===== config.mk =====
export PLATFORM = sky130hd
export DESIGN_NAME = axis_multifunction_pins
export DESIGN_NICKNAME = d
export VERILOG_FILES = /design/src/axis_multifunction_pins.v
export VERILOG_INCLUDE_DIRS = /design/src /design/src/inc
export SDC_FILE = /design/constraint.sdc
export NUM_CORES = 1
export LEC_CHECK = 0
export ABC_AREA = 0
export BUFFER_PORTS_ARGS = -buffer_cell sky130_fd_sc_hd__clkbuf_2
export CAP_MARGIN = 20
export CORE_MARGIN = 2
export CORE_UTILIZATION = 51
export CTS_CLUSTER_SIZE = 40
export DETAILED_ROUTE_END_ITERATION = 8
export PLACE_DENSITY = 0.85
export SYNTH_ARGS = -nofsm -noshare
export SYNTH_HDL_FRONTEND = slang
export SYNTH_SLANG_ARGS = --single-unit

===== constraint.sdc =====
create_clock -name i_clk -period 4.95 [get_ports i_clk]
set_input_delay 0.99 -clock i_clk [delete_from_list [all_inputs] [get_ports i_clk]]
set_output_delay 0.99 -clock i_clk [all_outputs]
set_load 0.01 [all_outputs]

===== src/inc/axis_multifunction_pins_defs.vh =====
// constants for the shared axis pin multiplexer
`ifndef AXIS_MULTIFUNCTION_PINS_DEFS_VH
`define AXIS_MULTIFUNCTION_PINS_DEFS_VH

// ----------------------------------------------------------------
// pin positions inside one axis group
// ----------------------------------------------------------------
`define PINS_PER_AXIS 5
`define POS_IO3 0
`define POS_IO4 1
`define POS_IO5 2
`define POS_IO6 3
`define POS_IO7 4

// ----------------------------------------------------------------
// function select codes, 3 bits per pin
// ----------------------------------------------------------------
`define FSEL_W 3
`define FSEL_GP_IN 3'h0
`define FSEL_GP_OUT 3'h1
`define FSEL_STATUS 3'h2
`define FSEL_CMP 3'h3
`define FSEL_EXT_IN 3'h4
`define FSEL_SYNC_PULSE 3'h5

// ----------------------------------------------------------------
// pins that carry a given alternative function
// ----------------------------------------------------------------
`define CMP_PIN_MASK 5'h1E
`define EXT_PIN_MASK 5'h06
`define SYNC_PIN_MASK 5'h01

// ----------------------------------------------------------------
// drive profile phase codes, 3 bits per axis
// ----------------------------------------------------------------
`define PHASE_W 3
`define PHASE_IDLE 3'h0
`define PHASE_ACC_INC 3'h1
`define PHASE_ACC_CONST 3'h2
`define PHASE_ACC_DEC 3'h3
`define PHASE_CONST_SPEED 3'h4
`define PHASE_DECEL 3'h5

// ----------------------------------------------------------------
// external start modes, 2 bits per axis
// ----------------------------------------------------------------
`define EXT_W 2
`define EXT_OFF 2'h0
`define EXT_RELATIVE 2'h1
`define EXT_CONTINUOUS 2'h2
`define EXT_PULSER 2'h3

// ----------------------------------------------------------------
// reset values
// ----------------------------------------------------------------
`define PIN_RST 5'h1F
`define ZERO5 5'h00

`endif


===== src/axis_multifunction_pins.v =====
// shared multifunction pins io3..io7 for each motion axis
//
// Behaviour
// - each pin carries one host-selected function
// - io7 input level readable in status word
// - io7 output drives written 1 or 0
// - io3 to io6 behave like io7
// - io3 to io7 feed synchronous-action trigger
// - decreasing-acceleration status only while decreasing
// - comparator three output follows register three
// - constant-acceleration status only while held constant
// - comparator two output follows register two
// - increasing-acceleration status only while rising
// - comparator one output follows register one
// - minus falling edge starts negative relative drive
// - minus held low gives negative continuous drive
// - minus pin is pulser B phase
// - plus falling edge starts positive relative drive
// - plus held low gives positive continuous drive
// - plus pin is pulser A phase
// - deceleration status only while decelerating
// - comparator zero output follows register zero
// - io3 emits sync pulse, set polarity, width
// - constant-speed status only at constant speed
`timescale 1ns/1ps
`include "axis_multifunction_pins_defs.vh"

module axis_multifunction_pins #(
  parameter NUM_AXES = 4,
  parameter PW_W = 8
) (
  input wire i_clk,
  input wire i_arst_n,
  input wire [NUM_AXES*`PINS_PER_AXIS-1:0] i_pin_in,
  output reg [NUM_AXES*`PINS_PER_AXIS-1:0] o_pin_out,
  output reg [NUM_AXES*`PINS_PER_AXIS-1:0] o_pin_oe,
  input wire [NUM_AXES*`PINS_PER_AXIS*`FSEL_W-1:0] i_func_sel,
  input wire [NUM_AXES*`PINS_PER_AXIS-1:0] i_gp_out_data,
  output reg [NUM_AXES*`PINS_PER_AXIS-1:0] o_gp_in_data,
  output reg [NUM_AXES*`PINS_PER_AXIS-1:0] o_sync_trig_src,
  input wire [NUM_AXES-1:0] i_driving,
  input wire [NUM_AXES*`PHASE_W-1:0] i_phase,
  input wire [NUM_AXES*4-1:0] i_cmp_match,
  input wire [NUM_AXES*`EXT_W-1:0] i_ext_mode,
  output reg [NUM_AXES-1:0] o_ext_rel_start_plus,
  output reg [NUM_AXES-1:0] o_ext_rel_start_minus,
  output reg [NUM_AXES-1:0] o_ext_cont_plus,
  output reg [NUM_AXES-1:0] o_ext_cont_minus,
  output reg [NUM_AXES-1:0] o_pulser_a,
  output reg [NUM_AXES-1:0] o_pulser_b,
  input wire [NUM_AXES-1:0] i_sync_pulse_trig,
  input wire [NUM_AXES-1:0] i_sync_pulse_active_low,
  input wire [NUM_AXES*PW_W-1:0] i_sync_pulse_width
);

  // ----------------------------------------------------------------
  // pin sampling
  // ----------------------------------------------------------------
  // pins are taken as synchronous; one stage for levels, a second
  // stage gives the previous level for falling-edge detection
  reg [NUM_AXES*`PINS_PER_AXIS-1:0] pin_q;
  reg [NUM_AXES*`PINS_PER_AXIS-1:0] pin_prev_q;

  always @(posedge i_clk or negedge i_arst_n) begin
    if (!i_arst_n) begin
      pin_q <= {NUM_AXES{`PIN_RST}};
      pin_prev_q <= {NUM_AXES{`PIN_RST}};
    end else begin
      pin_q <= i_pin_in;
      pin_prev_q <= pin_q;
    end
  end

  genvar a;
  genvar p;
  generate
    for (a = 0; a < NUM_AXES; a = a + 1) begin : g_axis
      wire [`PHASE_W-1:0] phase;
      wire [`EXT_W-1:0] ext_mode;
      wire [PW_W-1:0] pulse_width;
      wire [4:0] status_v;
      wire [4:0] cmp_v;
      wire [4:0] fall;
      wire [4:0] lvl;
      wire plus_ext;
      wire minus_ext;
      reg [PW_W-1:0] sync_cnt_q;
      reg [PW_W-1:0] sync_cnt_d;
      wire sync_active;

      assign phase = i_phase[a*`PHASE_W +: `PHASE_W];
      assign ext_mode = i_ext_mode[a*`EXT_W +: `EXT_W];
      assign pulse_width = i_sync_pulse_width[a*PW_W +: PW_W];
      assign lvl = pin_q[a*`PINS_PER_AXIS +: `PINS_PER_AXIS];
      assign fall = pin_prev_q[a*`PINS_PER_AXIS +: `PINS_PER_AXIS] & ~lvl;

      // ----------------------------------------------------------------
      // drive profile status
      // ----------------------------------------------------------------
      // one phase code decoded, so at most one status bit is ever high;
      // every bit is gated by the driving flag so an idle axis shows none
      assign status_v[`POS_IO3] = i_driving[a] &
        (phase == `PHASE_CONST_SPEED);
      assign status_v[`POS_IO4] = i_driving[a] &
        (phase == `PHASE_DECEL);
      assign status_v[`POS_IO5] = i_driving[a] &
        (phase == `PHASE_ACC_INC);
      assign status_v[`POS_IO6] = i_driving[a] &
        (phase == `PHASE_ACC_CONST);
      assign status_v[`POS_IO7] = i_driving[a] &
        (phase == `PHASE_ACC_DEC);

      // ----------------------------------------------------------------
      // comparator outputs
      // ----------------------------------------------------------------
      // io3 has no comparator function; its slot stays low
      assign cmp_v[`POS_IO3] = 1'b0;
      assign cmp_v[`POS_IO4] = i_cmp_match[a*4 + 0];
      assign cmp_v[`POS_IO5] = i_cmp_match[a*4 + 1];
      assign cmp_v[`POS_IO6] = i_cmp_match[a*4 + 2];
      assign cmp_v[`POS_IO7] = i_cmp_match[a*4 + 3];

      // ----------------------------------------------------------------
      // synchronous pulse on io3
      // ----------------------------------------------------------------
      // a width of zero still gives a one-cycle pulse; a new trigger
      // while a pulse runs restarts it rather than being dropped
      always @* begin
        sync_cnt_d = sync_cnt_q;
        if (i_sync_pulse_trig[a]) begin
          if (pulse_width == {PW_W{1'b0}}) begin
            sync_cnt_d = {{(PW_W-1){1'b0}}, 1'b1};
          end else begin
            sync_cnt_d = pulse_width;
          end
        end else if (sync_cnt_q != {PW_W{1'b0}}) begin
          sync_cnt_d = sync_cnt_q - {{(PW_W-1){1'b0}}, 1'b1};
        end
      end

      always @(posedge i_clk or negedge i_arst_n) begin
        if (!i_arst_n) begin
          sync_cnt_q <= {PW_W{1'b0}};
        end else begin
          sync_cnt_q <= sync_cnt_d;
        end
      end

      assign sync_active = (sync_cnt_q != {PW_W{1'b0}});

      // ----------------------------------------------------------------
      // per-pin function multiplexer
      // ----------------------------------------------------------------
      for (p = 0; p < `PINS_PER_AXIS; p = p + 1) begin : g_pin
        // masks kept at pin width so a single bit is picked, not a shifted word
        localparam [`PINS_PER_AXIS-1:0] cmp_mask = `CMP_PIN_MASK;
        localparam [`PINS_PER_AXIS-1:0] sync_mask = `SYNC_PIN_MASK;
        wire [`FSEL_W-1:0] sel;
        reg out_d;
        reg oe_d;
        reg gp_in_d;

        assign sel = i_func_sel[(a*`PINS_PER_AXIS + p)*`FSEL_W +: `FSEL_W];

        // unsupported codes for a pin leave it released as an input
        always @* begin
          out_d = 1'b0;
          oe_d = 1'b0;
          gp_in_d = 1'b0;
          case (sel)
            `FSEL_GP_IN: begin
              gp_in_d = lvl[p];
            end
            `FSEL_GP_OUT: begin
              out_d = i_gp_out_data[a*`PINS_PER_AXIS + p];
              oe_d = 1'b1;
            end
            `FSEL_STATUS: begin
              out_d = status_v[p];
              oe_d = 1'b1;
            end
            `FSEL_CMP: begin
              out_d = cmp_v[p];
              oe_d = cmp_mask[p];
            end
            `FSEL_SYNC_PULSE: begin
              out_d = sync_mask[p] & (sync_active ^ i_sync_pulse_active_low[a]);
              oe_d = sync_mask[p];
            end
            default: begin
              out_d = 1'b0;
              oe_d = 1'b0;
            end
          endcase
        end

        always @(posedge i_clk or negedge i_arst_n) begin
          if (!i_arst_n) begin
            o_pin_out[a*`PINS_PER_AXIS + p] <= 1'b0;
            o_pin_oe[a*`PINS_PER_AXIS + p] <= 1'b0;
            o_gp_in_data[a*`PINS_PER_AXIS + p] <= 1'b0;
            o_sync_trig_src[a*`PINS_PER_AXIS + p] <= 1'b1;
          end else begin
            o_pin_out[a*`PINS_PER_AXIS + p] <= out_d;
            o_pin_oe[a*`PINS_PER_AXIS + p] <= oe_d;
            o_gp_in_data[a*`PINS_PER_AXIS + p] <= gp_in_d;
            o_sync_trig_src[a*`PINS_PER_AXIS + p] <= lvl[p];
          end
        end
      end

      // ----------------------------------------------------------------
      // external start and manual pulser
      // ----------------------------------------------------------------
      // only honoured while the pin is selected as an external input,
      // so a pin we drive can never start a drive by itself
      assign plus_ext = (i_func_sel[(a*`PINS_PER_AXIS + `POS_IO4)*`FSEL_W +: `FSEL_W]
        == `FSEL_EXT_IN);
      assign minus_ext = (i_func_sel[(a*`PINS_PER_AXIS + `POS_IO5)*`FSEL_W +: `FSEL_W]
        == `FSEL_EXT_IN);

      always @(posedge i_clk or negedge i_arst_n) begin
        if (!i_arst_n) begin
          o_ext_rel_start_plus[a] <= 1'b0;
          o_ext_rel_start_minus[a] <= 1'b0;
          o_ext_cont_plus[a] <= 1'b0;
          o_ext_cont_minus[a] <= 1'b0;
          o_pulser_a[a] <= 1'b0;
          o_pulser_b[a] <= 1'b0;
        end else begin
          o_ext_rel_start_plus[a] <= plus_ext & (ext_mode == `EXT_RELATIVE) &
            fall[`POS_IO4];
          o_ext_rel_start_minus[a] <= minus_ext & (ext_mode == `EXT_RELATIVE) &
            fall[`POS_IO5];
          o_ext_cont_plus[a] <= plus_ext & (ext_mode == `EXT_CONTINUOUS) &
            ~lvl[`POS_IO4];
          o_ext_cont_minus[a] <= minus_ext & (ext_mode == `EXT_CONTINUOUS) &
            ~lvl[`POS_IO5];
          o_pulser_a[a] <= plus_ext & (ext_mode == `EXT_PULSER) &
            lvl[`POS_IO4];
          o_pulser_b[a] <= minus_ext & (ext_mode == `EXT_PULSER) &
            lvl[`POS_IO5];
        end
      end
    end
  endgenerate

endmodule // axis_multifunction_pins


==> flow_summary.ini <==
[global_route]
grt_use_met1_pct = 30.0
grt_overflow = 0
grt_usage_pct = 25.4
grt_max_degree = 89
use_met2_pct = 43.6
grt_pass1_vias = 5685
met3_usage_pct = 8.38
antenna_found_initial = 0
gr-max-usage-layer = met2
grt_pass1_wl_um = 27700

[critical_path]
max_stage_delay_ns = 0.54
arrival_ns = 1.09
cp_num_buf_inv = 1
crit_path_end_kind = primary output
crit_type = reg2out
crit_chain = clkbuf_2
worstSetupStartpointType = register
crit_family = flip-flops
critPathRequiredTime_ns = 3.96
crit_fanout = 2
crit_slowest_cell = dfstp_2

[logic_synthesis]
synth_compound_area_share_pct = 11.7
synth-warning-count = 0
synth_async_sr_flop_share_pct = 100
synth.top_cells.by_area = dfrtp_1 44%, dfstp_2 16%, nor2_1 4.8%, nand2_1 2.8%, nor3_1 2.4%
synth_commonest_cells = 116 x dfrtp_1, 84 x nor2_1, 49 x nand2_1
synthCells = 598
avgSynthCellArea_um2 = 11.0
synth-main-ff-cell = dfrtp_1
synth_cell_type_count = 56
muxShareOfSynthArea_pct = 1.88
synthAdderAreaFrac_pct = 1.14
synthXorXnorAreaFrac_pct = 0.533
seq_area_frac_synth_pct = 60.1
synthesis.nets = 786
yosys.area_share.simple_pct = 22.8
synth-edff-count = 0
synth_top_cell_by_area = dfrtp_1
yosysTopAreaCellShare_pct = 44.2
syn_area_um2 = 6570
synth_seq_cells = 156
synth_top_family_by_area = simple AND/OR/NAND/NOR gates
yosysMostFrequentCell = dfrtp_1

[routing]
post_drt_wl_per_cell_um = 16.0
ant_nets = 0
drc = 0
viasPerCell = 5.51
finalWirelength_um = 17300
routed-via-count = 5935
drt_first_pass_iters = 5
drtIter0Drc = 373

[finish]
diodes = 0
fin_util_pct = 69.4
fin_cells = 1078
nFillCells = 969
layout-drive-gt1-share_pct = 41.4
area_growth_pct = 33.1
nets = 1081

[clock_network]
post_cts_buffers = 0
clock_latency_ns = 0.42
cts_buffers = 17
cts_hold_buffers = 0
cts_root_buf = clkbuf_16
path_clk_slew_ns = 0.06
post_cts_resized = 0
clock_path_buffers = 2
tritoncts = done
cts_max_level = 4
cts.sinks = 156

[sta]
slew_viol_final = 0
finalCritPeriodShare_pct = 42.0
fin_ws_ns = 2.87
hold_viol = 0
worst_pin_slew_ns = 0.824
fin_crit_ns = 2.08
fmax_ghz = 0.481
fin_tns_setup_ns = 0
rsz0062_at_grt = no
setup_viol = 0
slew_headroom_pct = 44.5
fin_skew_ns = 0.00898

[die]
initial_core_util_pct = 52.1
core_area_um2 = 12600
die_x_um = 118
rows = 41
die_area_um2 = 13800
die_y_um = 118
ios = 286

[placed_design]
gp_congestion = 0.881
hpwlAfterDp_um = 13300
dpl_worst_slack_ns = 2.84
io_buffers = 285
numPlacedInstances = 1046

[worst_hold_path]
hold_path_class = reg2reg

[outcome]
status = finished, final reports clean

[power]
vdd_drop_max_uv = 246
power_uw = 3010
p_leak_uw = 0.00426
power.density_nw_per_um2 = 344

[job]
drv_cap = 0
==> final cells by class <==
| cell class | instances | area, um^2 | area share [%] |
|---|---|---|---|
| well taps | 172 | 215 | 2.46 |
| multi-input cells | 411 | 2500 | 28.6 |
| flip-flops and latches | 156 | 3950 | 45.2 |
| inverters | 20 | 75.1 | 0.858 |
| clock buffers | 17 | 425 | 4.86 |
| repair buffers | 287 | 1450 | 16.5 |
| clock inverters | 15 | 133 | 1.52 |
==> flip-flops by register name (all words and copies together) (netlist names) <==
register / count
pin_q: 20
o_ext_rel_start_plus: 4
o_ext_rel_start_minus: 4
o_ext_cont_plus: 4
o_ext_cont_minus: 4
o_sync_trig_src: 3
g_axis.sync_cnt_q: 32
o_pin_out: 20
o_pin_oe: 20
pin_prev_q: 17
o_pulser_b: 4
o_gp_in_data: 20
o_pulser_a: 4
==> cell usage in the layout, fill, tap and decap left out, types with 7 or more instances in the layout <==
master     count
clkbuf_2     284
dfrtp_1      116
nor2_1        84
nand2_1       49
dfstp_2       40
nor3_1        32
a21oi_1       27
inv_1         19
nor2b_1       17
clkbuf_16     17
nor4b_1       13
nand3_1       13
mux2_2        11
nor4_1        11
o31ai_1       10
o21ai_0        9
a31oi_1        8
a311oi_1       8
nand2b_1       8
a32oi_1        7
or4_1          7
==> through the flow <==
step / area [um^2] / hold slack, ns
floorplan: 6570 / 0.351
global placement: 8190 / 0.354
detailed placement: 8190 / 0.354
CTS: 8750 / 0.361
global route: 8750 / 0.363
finish: 8750 / 0.363
==> path summary, 6_finish.rpt <==
path / from / end / slack [ns] / cells after the start
worst min register to register: pin_q[9]$_DFF_PN1_ / pin_prev_q[9]$_DFF_PN1_ / 0.36 / 0
worst max-delay path: pin_prev_q[1]$_DFF_PN1_ / o_sync_trig_src[1] / 2.87 / 1
max in group asynchronous: i_arst_n / pin_q[10]$_DFF_PN1_ / 3.34 / 2
worst max register to register: g_axis[0].sync_cnt_q[0]$_DFFE_PN0P_ / g_axis[0].sync_cnt_q[1]$_DFFE_PN0P_ / 2.99 / 5
worst min-delay path: pin_q[9]$_DFF_PN1_ / pin_prev_q[9]$_DFF_PN1_ / 0.36 / 0
min in group asynchronous: i_arst_n / o_pin_oe[9]$_DFF_PN0_ / 0.62 / 1
==> routing by layer <==
layer  wire [um]  vias to the layer above
met3        1310                       31
met1        6730                     2844
met5           0                        -
met4         364                        0
met2        8890                      266
li1            -                     2794
==> cell families (layout without fill, tap and decap cells) <==
| group | count (synthesis) | in the layout |
|---|---|---|
| flip-flops | 156 | 156 |
| AND/OR/NAND/NOR | 282 | 282 |
| buffers and inverters | 31 | 339 |
| multiplexers | 11 | 11 |
| AO/OA/AOI/OAI | 108 | 108 |
| XOR/XNOR | 4 | 4 |
| adder cells (fa/ha/maj) | 6 | 6 |
==> power by group <==
group	total, uW	internal, uW	leakage (uW)	switching [uW]
clock	1210	660	0.000271	555
combinational	375	165	0.00207	210
sequential	1420	1360	0.00192	60.1
Power figures use the tool's default switching activity.
